File: src/logic/pulse_timer_pkg.sv
// Purpose: Constants shared by the pulse width timer files.
// Assumes: Register bus with 32-bit data and byte addresses.
// Notes:   Field positions follow the control/status word layout.
package pulse_timer_pkg;

  // ---------------------------------------------------------------------------
  // Register map
  // ---------------------------------------------------------------------------
  localparam logic [3:0] CONTROL_STATUS_WORD_OFS = 4'h0;
  localparam logic [3:0] COUNT_WIDTH_WORD_OFS    = 4'h4;

  // ---------------------------------------------------------------------------
  // Control/status word fields
  // ---------------------------------------------------------------------------
  localparam int OVERFLOW_BIT     = 0;
  localparam int READY_BIT        = 1;
  localparam int SOFT_RESET_BIT   = 3;
  localparam int OVF_IRQ_EN_BIT   = 4;
  localparam int RDY_IRQ_EN_BIT   = 5;
  localparam int GLOBAL_IRQ_BIT   = 6;
  localparam int ENABLE_BIT       = 7;
  localparam int DIVIDE_LSB       = 8;
  localparam int EDGE_LSB         = 11;
  localparam int INPUT_SEL_LSB    = 13;
  localparam int CLOCK_SRC_BIT    = 15;
  localparam int UPPER_HALF_LSB   = 16;

  localparam logic [15:0] COUNT_ZERO = 16'h0000;
  localparam logic [15:0] COUNT_MAX  = 16'hffff;
  localparam logic [31:0] WORD_ZERO  = 32'h0000_0000;

  // ---------------------------------------------------------------------------
  // Edge modes
  // ---------------------------------------------------------------------------
  localparam logic [1:0] EDGE_FALL_PERIOD = 2'h0;
  localparam logic [1:0] EDGE_RISE_FIRST  = 2'h1;
  localparam logic [1:0] EDGE_FALL_FIRST  = 2'h2;
  localparam logic [1:0] EDGE_RISE_PERIOD = 2'h3;

  typedef enum logic [1:0] {
    WAIT_TRIGGER,
    MEASURING
  } meas_state_e;

endpackage : pulse_timer_pkg

File: src/logic/clock_divider.sv
// Purpose: Prescaler producing one-cycle count ticks from a selected source.
// Assumes: Alternative clock already synchronous to ref_clk, below 1/4 rate.
// Notes:   Restart clears the divider output so the next tick is a full period.
`timescale 1ns/1ps
`default_nettype none
module clock_divider
  import pulse_timer_pkg::*;
#(
  parameter int DIV_W = 3
) (
  input  wire logic             ref_clk,     // Bus clock
  input  wire logic             nrst,        // Async reset, active low
  input  wire logic             alt_clk_in,  // Alternative clock level
  input  wire logic             src_sel,     // 0 bus clock, 1 alternative
  input  wire logic [DIV_W-1:0] divide_sel,  // Divide by 2**divide_sel
  input  wire logic             restart,     // Clear prescaler output
  output logic                  tick         // One-cycle count tick
);

  logic       alt_q_reg;
  logic [7:0] div_cnt_reg;
  logic       src_edge;
  logic [7:0] div_mask;

  assign div_mask = 8'((9'h1 << divide_sel) - 9'h1);
  assign src_edge = src_sel ? (alt_clk_in & ~alt_q_reg) : 1'b1;
  assign tick     = src_edge & ((div_cnt_reg & div_mask) == div_mask) & ~restart;

  always_ff @(posedge ref_clk or negedge nrst) begin
    if (!nrst) begin
      alt_q_reg <= 1'b0;
    end else begin
      alt_q_reg <= alt_clk_in;
    end
  end

  always_ff @(posedge ref_clk or negedge nrst) begin
    if (!nrst) begin
      div_cnt_reg <= 8'h00;
    end else if (restart) begin
      div_cnt_reg <= 8'h00;
    end else if (src_edge) begin
      div_cnt_reg <= div_cnt_reg + 8'h01;
    end
  end

endmodule : clock_divider
`default_nettype wire

File: src/logic/pulse_timer.sv
// Purpose: Pulse width timer with edge-chosen captures and read buffers.
// Assumes: Pulse inputs may be asynchronous; register port is synchronous.
// Notes:   Read data is valid the cycle after the read strobe only.
//
// Decided for this implementation: strobed register access and the register addresses.
`timescale 1ns/1ps
`default_nettype none

// How it works
// A 16-bit up-counter advances once per divided prescaler tick.
// Prescaler divides the source by 1 to 128 per three-bit field.
// Prescaler source is the bus clock or alternative clock input.
// Counter runs once enabled; first trigger edge clears it without capture.
// Later measured edges capture the count, then zero counter and prescaler.
// Counter wrap from all ones to zero sets the overflow flag.
// One of four pulse inputs is chosen by the input-select field.
// Selected input is synchronised to the clock; very short pulses may vanish.
// Mode 00: falling trigger; later falls capture positive width (period).
// Mode 11: rising trigger; later rises capture negative width (period).
// Mode 01: rising trigger; falls capture positive, rises negative.
// Mode 10: falling trigger; rises capture negative, falls positive.
// Ready sets per mode: single update, or pairs (positive-then-negative in 01, negative-then-positive in 10).
// On ready set, widths copy into read buffers that software reads.
// Ready clears by read then write 0; buffers hold until cleared.
// A capture during the ready clear keeps ready set and refreshes buffers.
// Buffering restarts on reset, soft reset, or enable cycled off and on.
// Counter and prescaler restart within one cycle after a capture.
// Soft reset bit reads 0; writing 1 resets counter, edges, capture logic.
// Soft reset zeroes widths and both flags, keeps configuration.
// Enable 0 acts as soft reset held until enable is set again.
// Interrupt is global enable and either enabled flag; measurement continues.
// Overflow clears by writing 0; write 1 ignored; new overflow wins.
// Clock select 0 picks the bus clock, 1 the alternative clock.
// Input-select 00 to 11 route pulse inputs 0 to 3.
// Two-stage synchroniser and sample comparison detect both edges.
module pulse_timer
  import pulse_timer_pkg::*;
#(
  parameter int CNT_W = 16,
  parameter int NUM_INPUTS = 4
) (
  input  wire logic                  ref_clk,                 // Bus clock
  input  wire logic                  nrst,                    // Async reset, active low
  input  wire logic [NUM_INPUTS-1:0] pulse_input,             // Pulse sources
  input  wire logic                  alternative_clock_input, // Alternative count clock
  input  wire logic [3:0]            reg_addr,                // Byte address
  input  wire logic [31:0]           reg_wdata,               // Write data
  input  wire logic                  reg_write,               // Write strobe
  input  wire logic                  reg_read,                // Read strobe
  output logic      [31:0]           reg_rdata,               // Read data, next cycle
  output logic                       irq                      // Interrupt request
);

  // ---------------------------------------------------------------------------
  // Configuration
  // ---------------------------------------------------------------------------
  logic       clock_source_sel_reg;
  logic [1:0] input_select_reg;
  logic [1:0] edge_mode_reg;
  logic [2:0] divide_sel_reg;
  logic       module_enable_reg;
  logic       global_irq_enable_reg;
  logic       ready_irq_enable_reg;
  logic       overflow_irq_enable_reg;

  logic       wr_ctrl;
  logic       rd_ctrl;
  logic       soft_reset;
  logic       block_clear;

  assign wr_ctrl    = reg_write && (reg_addr == CONTROL_STATUS_WORD_OFS);
  assign rd_ctrl    = reg_read && (reg_addr == CONTROL_STATUS_WORD_OFS);
  assign soft_reset = wr_ctrl && reg_wdata[SOFT_RESET_BIT];
  // Disabled state holds everything in soft reset until re-enabled
  assign block_clear = soft_reset || !module_enable_reg ||
                       (wr_ctrl && !reg_wdata[ENABLE_BIT]);

  always_ff @(posedge ref_clk or negedge nrst) begin
    if (!nrst) begin
      clock_source_sel_reg    <= 1'b0;
      input_select_reg        <= 2'h0;
      edge_mode_reg           <= 2'h0;
      divide_sel_reg          <= 3'h0;
      module_enable_reg       <= 1'b0;
      global_irq_enable_reg   <= 1'b0;
      ready_irq_enable_reg    <= 1'b0;
      overflow_irq_enable_reg <= 1'b0;
    end else if (wr_ctrl) begin
      clock_source_sel_reg    <= reg_wdata[CLOCK_SRC_BIT];
      input_select_reg        <= reg_wdata[INPUT_SEL_LSB +: 2];
      edge_mode_reg           <= reg_wdata[EDGE_LSB +: 2];
      divide_sel_reg          <= reg_wdata[DIVIDE_LSB +: 3];
      module_enable_reg       <= reg_wdata[ENABLE_BIT];
      global_irq_enable_reg   <= reg_wdata[GLOBAL_IRQ_BIT];
      ready_irq_enable_reg    <= reg_wdata[RDY_IRQ_EN_BIT];
      overflow_irq_enable_reg <= reg_wdata[OVF_IRQ_EN_BIT];
    end
  end

  // ---------------------------------------------------------------------------
  // Input select, synchroniser and edge detect
  // ---------------------------------------------------------------------------
  logic sync1_reg;
  logic sync2_reg;
  logic sample_reg;
  logic rise;
  logic fall;

  always_ff @(posedge ref_clk or negedge nrst) begin
    if (!nrst) begin
      sync1_reg <= 1'b0;
      sync2_reg <= 1'b0;
    end else begin
      sync1_reg <= pulse_input[input_select_reg];
      sync2_reg <= sync1_reg;
    end
  end

  always_ff @(posedge ref_clk or negedge nrst) begin
    if (!nrst) begin
      sample_reg <= 1'b0;
    end else begin
      sample_reg <= sync2_reg;
    end
  end

  assign rise = !block_clear && sync2_reg && !sample_reg;
  assign fall = !block_clear && !sync2_reg && sample_reg;

  // ---------------------------------------------------------------------------
  // Trigger and capture decisions
  // ---------------------------------------------------------------------------
  meas_state_e state_reg;
  meas_state_e state_next;
  logic        trigger_edge;
  logic        cap_pos;
  logic        cap_neg;

  always_comb begin
    trigger_edge = 1'b0;
    cap_pos      = 1'b0;
    cap_neg      = 1'b0;
    state_next   = state_reg;
    case (state_reg)
      WAIT_TRIGGER: begin
        case (edge_mode_reg)
          EDGE_RISE_FIRST, EDGE_RISE_PERIOD: trigger_edge = rise;
          default:                           trigger_edge = fall;
        endcase
        if (trigger_edge) begin
          state_next = MEASURING;
        end
      end
      MEASURING: begin
        case (edge_mode_reg)
          EDGE_FALL_PERIOD: cap_pos = fall;
          EDGE_RISE_PERIOD: cap_neg = rise;
          default: begin
            cap_pos = fall;
            cap_neg = rise;
          end
        endcase
      end
      default: state_next = WAIT_TRIGGER;
    endcase
  end

  always_ff @(posedge ref_clk or negedge nrst) begin
    if (!nrst) begin
      state_reg <= WAIT_TRIGGER;
    end else if (block_clear) begin
      state_reg <= WAIT_TRIGGER;
    end else begin
      state_reg <= state_next;
    end
  end

  // ---------------------------------------------------------------------------
  // Prescaler and counter
  // ---------------------------------------------------------------------------
  logic             tick;
  logic             restart;
  logic [CNT_W-1:0] running_count_reg;
  logic             wrap;

  // Restart on the capture cycle itself: the capture takes the old count
  assign restart = block_clear || trigger_edge || cap_pos || cap_neg;

  clock_divider #(
    .DIV_W (3)
  ) u_clock_divider (
    .ref_clk    (ref_clk),
    .nrst       (nrst),
    .alt_clk_in (alternative_clock_input),
    .src_sel    (clock_source_sel_reg),
    .divide_sel (divide_sel_reg),
    .restart    (restart),
    .tick       (tick)
  );

  assign wrap = tick && (running_count_reg == CNT_W'(COUNT_MAX));

  always_ff @(posedge ref_clk or negedge nrst) begin
    if (!nrst) begin
      running_count_reg <= CNT_W'(COUNT_ZERO);
    end else if (restart) begin
      running_count_reg <= CNT_W'(COUNT_ZERO);
    end else if (tick) begin
      running_count_reg <= running_count_reg + CNT_W'(1);
    end
  end

  // ---------------------------------------------------------------------------
  // Width registers, ready tracking and read buffers
  // ---------------------------------------------------------------------------
  logic [CNT_W-1:0] positive_width_reg;
  logic [CNT_W-1:0] negative_width_reg;
  logic [CNT_W-1:0] pos_buf_reg;
  logic [CNT_W-1:0] neg_buf_reg;
  logic             pos_seen_reg;
  logic             neg_seen_reg;
  logic             ready_set;
  logic             data_ready_flag_reg;
  logic             overflow_flag_reg;
  logic             ready_read_reg;
  logic [CNT_W-1:0] pos_new;
  logic [CNT_W-1:0] neg_new;

  always_ff @(posedge ref_clk or negedge nrst) begin
    if (!nrst) begin
      positive_width_reg <= CNT_W'(COUNT_ZERO);
      negative_width_reg <= CNT_W'(COUNT_ZERO);
    end else if (block_clear) begin
      positive_width_reg <= CNT_W'(COUNT_ZERO);
      negative_width_reg <= CNT_W'(COUNT_ZERO);
    end else begin
      if (cap_pos) begin
        positive_width_reg <= running_count_reg;
      end
      if (cap_neg) begin
        negative_width_reg <= running_count_reg;
      end
    end
  end

  // Pair tracking: mode 01 needs positive then negative, mode 10 the reverse
  always_comb begin
    ready_set = 1'b0;
    case (edge_mode_reg)
      EDGE_FALL_PERIOD: ready_set = cap_pos;
      EDGE_RISE_PERIOD: ready_set = cap_neg;
      EDGE_RISE_FIRST:  ready_set = cap_neg && pos_seen_reg;
      EDGE_FALL_FIRST:  ready_set = cap_pos && neg_seen_reg;
      default:          ready_set = 1'b0;
    endcase
  end

  always_ff @(posedge ref_clk or negedge nrst) begin
    if (!nrst) begin
      pos_seen_reg <= 1'b0;
      neg_seen_reg <= 1'b0;
    end else if (block_clear || ready_set) begin
      pos_seen_reg <= 1'b0;
      neg_seen_reg <= 1'b0;
    end else begin
      if (cap_pos) begin
        pos_seen_reg <= 1'b1;
      end
      if (cap_neg) begin
        neg_seen_reg <= 1'b1;
      end
    end
  end

  assign pos_new = cap_pos ? running_count_reg : positive_width_reg;
  assign neg_new = cap_neg ? running_count_reg : negative_width_reg;

  // Remembers that software has read the flag while set, arming the clear
  always_ff @(posedge ref_clk or negedge nrst) begin
    if (!nrst) begin
      ready_read_reg <= 1'b0;
    end else if (block_clear || !data_ready_flag_reg) begin
      ready_read_reg <= 1'b0;
    end else if (rd_ctrl) begin
      ready_read_reg <= 1'b1;
    end
  end

  always_ff @(posedge ref_clk or negedge nrst) begin
    if (!nrst) begin
      data_ready_flag_reg <= 1'b0;
    end else if (block_clear) begin
      data_ready_flag_reg <= 1'b0;
    end else if (ready_set || (cap_pos || cap_neg) && data_ready_flag_reg) begin
      data_ready_flag_reg <= 1'b1;
    end else if (wr_ctrl && !reg_wdata[READY_BIT] && ready_read_reg) begin
      data_ready_flag_reg <= 1'b0;
    end
  end

  // Buffers load on first ready set, or on a capture racing the clear
  always_ff @(posedge ref_clk or negedge nrst) begin
    if (!nrst) begin
      pos_buf_reg <= CNT_W'(COUNT_ZERO);
      neg_buf_reg <= CNT_W'(COUNT_ZERO);
    end else if (block_clear) begin
      pos_buf_reg <= CNT_W'(COUNT_ZERO);
      neg_buf_reg <= CNT_W'(COUNT_ZERO);
    end else if ((ready_set && !data_ready_flag_reg) ||
                 ((cap_pos || cap_neg) && wr_ctrl && !reg_wdata[READY_BIT] &&
                  ready_read_reg)) begin
      pos_buf_reg <= pos_new;
      neg_buf_reg <= neg_new;
    end
  end

  always_ff @(posedge ref_clk or negedge nrst) begin
    if (!nrst) begin
      overflow_flag_reg <= 1'b0;
    end else if (block_clear) begin
      overflow_flag_reg <= 1'b0;
    end else if (wrap) begin
      overflow_flag_reg <= 1'b1;
    end else if (wr_ctrl && !reg_wdata[OVERFLOW_BIT]) begin
      overflow_flag_reg <= 1'b0;
    end
  end

  // ---------------------------------------------------------------------------
  // Interrupt and read port
  // ---------------------------------------------------------------------------
  assign irq = global_irq_enable_reg &&
               ((overflow_flag_reg && overflow_irq_enable_reg) ||
                (data_ready_flag_reg && ready_irq_enable_reg));

  logic [31:0] rdata_next;

  always_comb begin
    rdata_next = WORD_ZERO;
    case (reg_addr)
      CONTROL_STATUS_WORD_OFS: begin
        rdata_next[UPPER_HALF_LSB +: 16] = 16'(pos_buf_reg);
        rdata_next[CLOCK_SRC_BIT]        = clock_source_sel_reg;
        rdata_next[INPUT_SEL_LSB +: 2]   = input_select_reg;
        rdata_next[EDGE_LSB +: 2]        = edge_mode_reg;
        rdata_next[DIVIDE_LSB +: 3]      = divide_sel_reg;
        rdata_next[ENABLE_BIT]           = module_enable_reg;
        rdata_next[GLOBAL_IRQ_BIT]       = global_irq_enable_reg;
        rdata_next[RDY_IRQ_EN_BIT]       = ready_irq_enable_reg;
        rdata_next[OVF_IRQ_EN_BIT]       = overflow_irq_enable_reg;
        rdata_next[READY_BIT]            = data_ready_flag_reg;
        rdata_next[OVERFLOW_BIT]         = overflow_flag_reg;
      end
      COUNT_WIDTH_WORD_OFS: begin
        rdata_next[UPPER_HALF_LSB +: 16] = 16'(running_count_reg);
        rdata_next[15:0]                 = 16'(neg_buf_reg);
      end
      default: rdata_next = WORD_ZERO;
    endcase
  end

  always_ff @(posedge ref_clk or negedge nrst) begin
    if (!nrst) begin
      reg_rdata <= WORD_ZERO;
    end else begin
      reg_rdata <= reg_read ? rdata_next : WORD_ZERO;
    end
  end

endmodule : pulse_timer
`default_nettype wire

File: config.mk
export PLATFORM = sky130hd
export DESIGN_NAME = pulse_timer
export DESIGN_NICKNAME = d
export VERILOG_FILES = /design/src/logic/pulse_timer_pkg.sv /design/src/logic/clock_divider.sv /design/src/logic/pulse_timer.sv
export SDC_FILE = /design/constraint.sdc
export NUM_CORES = 1
export LEC_CHECK = 0
export ABC_AREA = 1
export ABC_CLOCK_PERIOD_IN_PS = 4010
export BUFFER_PORTS_ARGS = -buffer_cell sky130_fd_sc_hd__buf_2
export CAP_MARGIN = 20
export CORE_UTILIZATION = 24
export DETAILED_ROUTE_END_ITERATION = 7
export MAX_ROUTING_LAYER = met4
export PLACE_DENSITY = 0.37
export SLEW_MARGIN = 20
export SYNTH_ARGS = -nofsm -noshare
export SYNTH_HDL_FRONTEND = slang
export SYNTH_SLANG_ARGS = --single-unit
File: constraint.sdc
create_clock -name ref_clk -period 4.01 [get_ports ref_clk]
set_clock_uncertainty 0.1 [all_clocks]
set_input_delay 0.2005 -clock ref_clk [delete_from_list [all_inputs] [get_ports ref_clk]]
set_output_delay 0.2005 -clock ref_clk [all_outputs]
set_load 0.02 [all_outputs]
==> flow_metrics.tcl, run 1 <==
set metrics [dict create \
    status "finished, final reports clean" \
    htree_levels 4 \
    die_w_um 162 \
    num_rows 58 \
    clkLatencyLatePin_ps 420 \
    drt_iter0_markers 287 \
    p_per_area_nw_per_um2 475 \
    ir_drop_v 0.000292 \
    yosysWarnings 0 \
    area_growth_pct 22.6 \
    gp_congestion 0.869 \
    hpwl_um 10600 \
    hp-class "in -> reg" \
    hold_ws_ps 37.5 \
    finalHoldViolCount 0 \
    slew_viol_final 0 \
    initial_utilization 0.243 \
    nets 772 \
    firstDrtPassIters 5 \
    finalSetupTns_ps 0 \
    synthArstFlopShare 1.00 \
    cts_buffer_depth 2 \
    root_buffer "clkbuf_16" \
    worstSetupPathType "reg -> reg" \
    grt.overflow.total 0 \
    drive_gt1_frac 0.159 \
    nFillCells 2663 \
    first_global_vias 4989 \
    drcViolationCount 0 \
    largest_reg_flops 32 \
    syn_area_um2 6110 \
    grt_pass1_wl_um 27000 \
    power_leakage_uw 0.00347 \
    setup_viol 0 \
    synthesis.nets 701 \
    viasPerCell 4.47 \
    tightest_slew_ps 883 \
    crit_required_ps 4210 \
    synth-main-ff-cell "dfrtp_1" \
    cts_setup_buffers 0 \
    min_period_ps 2630 \
    drt-wirelength-per-cell_um 15.3 \
    synth.yosys.seq_area_share 0.577 \
    fin_util 0.298 \
    rsz0062_at_grt "no" \
    maxClockFrequency_mhz 380 \
    vias 4771 \
    fp.coreArea_um2 25100 \
    grt_start_max_net_pins 95 \
    regMostFlops "reg_rdata" \
    fin_crit_sh 0.657 \
    syn_inst 654 \
    grt_use_total 0.139 \
    slew_headroom 0.411 \
    portBuffers 60 \
    ys_ff_latch 141 \
    layout.cells.most_common "dfrtp_1" \
    drtAntennaViolNets 0 \
    tritoncts "yes" \
    syn_avg_cell_area_um2 9.35 \
    antenna_cells 0 \
    cts.clk_slew.worst_paths_ps 60 \
    routed_wl_um 16300 \
    cts.sinks 141 \
    worstPathArrival_ps 2830 \
    cts_buffers 17 \
    dieArea_um2 26100 \
    power_uw 3560 \
    ys_types 33 \
    drv_cap 0 \
    crit_fanout 34 \
    io-pin-count 78 \
    final_cell_mix "dfrtp_1, nand2_1, inv_1" \
    crit_path_start_kind "register" \
    synth_edf_count 0 \
    antenna_found_initial 0 \
    end_kind "register" \
    die_h_um 162 \
]
-- path summary, 6_finish.rpt --
check                                               from                             to  slack, ps  depth (start not counted)
hold / removal                              reg_wdata[0]  overflow_flag_reg$_DFFE_PN0P_         40                          3
min in group asynchronous                           nrst           sample_reg$_DFF_PN0_        340                          2
setup / recovery           module_enable_reg$_DFFE_PN0N_    neg_buf_reg[15]$_DFFE_PN0P_       1380                         11
max in group asynchronous                           nrst    neg_buf_reg[15]$_DFFE_PN0P_       2550                          3
setup reg to reg           module_enable_reg$_DFFE_PN0N_    neg_buf_reg[15]$_DFFE_PN0P_       1380                         11
hold reg to reg                      sync1_reg$_DFF_PN0_            sync2_reg$_DFF_PN0_        250                          0
-- area by class of cell --
cell class | count | area [µm²] | area share
Sequential cell | 141 | 3530 | 0.471
Clock inverter | 10 | 160 | 0.0214
Timing Repair Buffer | 83 | 519 | 0.0693
Inverter | 83 | 314 | 0.0419
Clock buffer | 22 | 474 | 0.0633
Multi-Input combinational cell | 399 | 2080 | 0.278
Tap cell | 330 | 413 | 0.0551
-- cells by family (layout without fill, tap and decap cells) --
kind of cell               count (synthesis)  after routing  synth area share
AOI/OAI and AO/OA                        107            107             0.100
xor gates and xnor gates                  14             14            0.0201
adders and majority gates                  2              2           0.00409
buffers and inverters                    114            198            0.0821
DFF                                      141            141             0.577
and+or+nand+nor                          276            276             0.217
-- cell usage after synthesis (8+ instances only) --
| library cell | number | area, µm² |
|---|---|---|
| dfrtp_1 | 141 | 3530 |
| nand2_1 | 127 | 477 |
| inv_1 | 80 | 300 |
| nand3_1 | 49 | 245 |
| nand4_1 | 44 | 275 |
| o22ai_1 | 31 | 194 |
| o21ai_1 | 30 | 150 |
| nor2_1 | 29 | 109 |
| o21ai_0 | 26 | 130 |
| xor2_1 | 14 | 123 |
| nor3_1 | 13 | 65.1 |
| a21oi_1 | 11 | 55.1 |
| clkbuf_1 | 9 | 33.8 |
| buf_2 | 8 | 40.0 |
-- per-layer routing --
layer | global-route usage | up-vias | part of all wire
met5 | - | - | 0
met1 | 0.168 | 2336 | 0.46
met4 | 0.0403 | 0 | 0.0083
li1 | - | 2320 | -
met3 | 0.0349 | 8 | 0.042
met2 | 0.229 | 107 | 0.49
-- power breakdown --
| part | switching, µW | internal (µW) |
|---|---|---|
| logic | 265 | 89.2 |
| registers | 39.4 | 1470 |
| clock network | 606 | 1090 |
-- through the flow --
stage / instances / cell area, µm² / worst slack [ps]
2_1_floorplan: 654 / 6110 / 2410
3_3_place_gp: 1020 / 6700 / 1290
3_5_place_dp: 1020 / 6700 / 1230
4_1_cts: 1068 / 7490 / 1320
5_1_grt: 1068 / 7490 / 1120
6_report: 1068 / 7490 / 1380
-- critical path: stages, from the launching register on --
cell,delay (ps)
dfrtp_1,390
inv_1,80
nor2_1,50
nand2_1,100
nand2_4,260
nand3_4,120
buf_4,360
nand2_2,110
nand2_4,350
nand2_4,330
nand2_1,170
nand2_1,60
-- what timing repair did --
item                                   in CTS  in global routing
gates resized for setup                     0                  0
endpoints found under the hold margin     106                  0
hold buffers                               16                  0
Note: power is estimated with default switching activity, not from simulation.
==> run 2, diff against run 1 <==
--- a/config.mk
+++ b/config.mk
@@ -6,7 +6,7 @@
 export NUM_CORES = 1
 export LEC_CHECK = 0
 export ABC_AREA = 1
-export ABC_CLOCK_PERIOD_IN_PS = 4010
+export ABC_CLOCK_PERIOD_IN_PS = 2660
 export BUFFER_PORTS_ARGS = -buffer_cell sky130_fd_sc_hd__buf_2
 export CAP_MARGIN = 20
 export CORE_UTILIZATION = 24
==> constraint.sdc (replaced) <==
create_clock -name ref_clk -period 2.66 [get_ports ref_clk]
set_clock_uncertainty 0.1 [all_clocks]
set_input_delay 0.133 -clock ref_clk [delete_from_list [all_inputs] [get_ports ref_clk]]
set_output_delay 0.133 -clock ref_clk [all_outputs]
set_load 0.02 [all_outputs]
==> flow_metrics.tcl, run 2 (synthesis gave the netlist of run 1 again) <==
set metrics [dict create \
    status "finished, final reports clean" \
    dieArea_um2 26100 \
    final_cell_mix "dfrtp_1, nand2_1, inv_1" \
    die_w_um 162 \
    root_buffer "clkbuf_16" \
    die_h_um 162 \
    htree_levels 4 \
    slew_headroom 0.517 \
    fp.coreArea_um2 25100 \
    num_rows 58 \
    power_leakage_uw 0.00349 \
    fin_crit_sh 0.773 \
    fin_util 0.300 \
    multi_input_area_um2 2080 \
    hp-class "in -> reg" \
    portBuffers 60 \
    worstPathArrival_ps 2280 \
    min_period_ps 2060 \
    nets 777 \
    vias 4780 \
    cts_buffer_depth 2 \
    p_per_area_nw_per_um2 708 \
    crit_top_cell "inv_1" \
    antenna_cells 0 \
    path_delay_family "buffers and inverters" \
    crit_path_start_kind "register" \
    crit_required_ps 2880 \
    io-pin-count 78 \
    cts.sinks 141 \
    power_uw 5330 \
    drt_iter0_markers 266 \
    finalSetupTns_ps 0 \
    cp.buffers_inverters 3 \
    firstDrtPassIters 4 \
    drcViolationCount 0 \
    gp_congestion 0.836 \
    end_kind "register" \
    grt_use_total 0.138 \
    p_seq_frac 0.428 \
    hpwl_um 10800 \
    maxClockFrequency_mhz 487 \
    drtAntennaViolNets 0 \
    regMostFlops "reg_rdata" \
    cts_resized 0 \
    layout.cells.most_common "dfrtp_1" \
    routed_wl_um 16400 \
    crit_fanout 65 \
    seqCellArea_um2 3530 \
    ir_drop_v 0.000410 \
    pwr-share-clk 0.468 \
    finalHoldViolCount 0 \
    p_int_uw 3950 \
    rsz0062_at_grt "no" \
    cts_buffers 17 \
    p_sw_frac 0.258 \
    grt_pass1_wl_um 26900 \
    drt-wirelength-per-cell_um 15.3 \
    combPwrFrac 0.104 \
    drv_cap 0 \
    grt.overflow.total 0 \
    crit_chain "inv_1 > nor2_1 > nand2_1 > nand2_4 > buf_4 > inv_1 > o31ai_1" \
    grt_start_max_net_pins 66 \
    first_global_vias 4907 \
    slew_viol_final 0 \
    setup_viol 0 \
    tightest_slew_ps 722 \
    cts.clk_slew.worst_paths_ps 60 \
    antenna_found_initial 0 \
    clkLatencyLatePin_ps 420 \
    max_stage_delay_ps 610 \
    power.switching_uw 1380 \
    area_growth_pct 23.1 \
    worstSetupPathType "reg -> reg" \
    largest_reg_flops 32 \
    hold_ws_ps 25.5 \
    nFillCells 2734 \
    viasPerCell 4.45 \
    initial_utilization 0.243 \
    tritoncts "yes" \
    cp_slowest_cell "buf_4" \
    drive_gt1_frac 0.162 \
]
-- run 2: cell types whose count changed in the layout (fill, tap and decap cells not counted), sizes merged --
cell	previous run	this run
buf	67	70
clkbuf	22	20
clkinv	4	6
dlygate4sd3	16	18
clkinvlp	1	2
inv	84	83
-- run 2: final cells by class --
| cell class | instances | share of cell area |
|---|---|---|
| inverters | 83 | 0.0417 |
| flip-flops and latches | 141 | 0.469 |
| repair buffers | 88 | 0.0763 |
| well taps | 330 | 0.0548 |
| clock buffers | 20 | 0.0593 |
| multi-input cells | 399 | 0.277 |
| clock inverters | 12 | 0.0224 |
-- run 2: stage by stage --
stage               cell area [µm²]  setup WS [ps]  std cells
floorplan                      6110           1060        654
global placement               6730            519       1023
detailed placement             6730            480       1023
CTS                            7530            576       1073
global route                   7530            387       1073
finish                         7530            605       1073
-- run 2: worst paths after layout --
kind	start	end	slack (ps)	depth (start not counted)
max in group asynchronous	nrst	positive_width_reg[3]$_DFF_PN0_	1620	3
setup / recovery	module_enable_reg$_DFFE_PN0N_	overflow_flag_reg$_DFFE_PN0P_	600	7
hold reg to reg	sync1_reg$_DFF_PN0_	sync2_reg$_DFF_PN0_	250	0
hold / removal	reg_wdata[1]	data_ready_flag_reg$_DFFE_PN0P_	30	5
min in group asynchronous	nrst	neg_buf_reg[0]$_DFFE_PN0P_	140	2
setup reg to reg	module_enable_reg$_DFFE_PN0N_	overflow_flag_reg$_DFFE_PN0P_	600	7
-- run 2: what timing repair did --
| action | CTS | global route |
|---|---|---|
| hold buffers | 18 | 0 |
| endpoints found under the hold margin | 105 | 0 |
| setup buffers | 0 | 0 |
-- run 2: worst min-delay path, cell delays in order --
cell and delay (ps):
buf_2 80, nor3_1 80, nand2_1 80, a21oi_1 60, nor2_1 70
-- run 2: per-layer routing --
layer / vias up / part of all wire / track usage / wire (µm)
li1: 2331 / - / - / -
met1: 2343 / 0.47 / 0.175 / 7750
met2: 89 / 0.48 / 0.221 / 7850
met3: 17 / 0.040 / 0.0311 / 653
met4: 0 / 0.011 / 0.0399 / 189
met5: - / 0 / - / 0
-- run 2: power by group through the flow --
stage                     Combinational, µW  Sequential, µW  Clock (µW)
after floorplan                         344            2310           0
after global routing                    626            2290        2650
after detailed placement                532            2320           0
after CTS                               564            2280        2560
after global placement                  526            2320           0
final                                   554            2280        2490
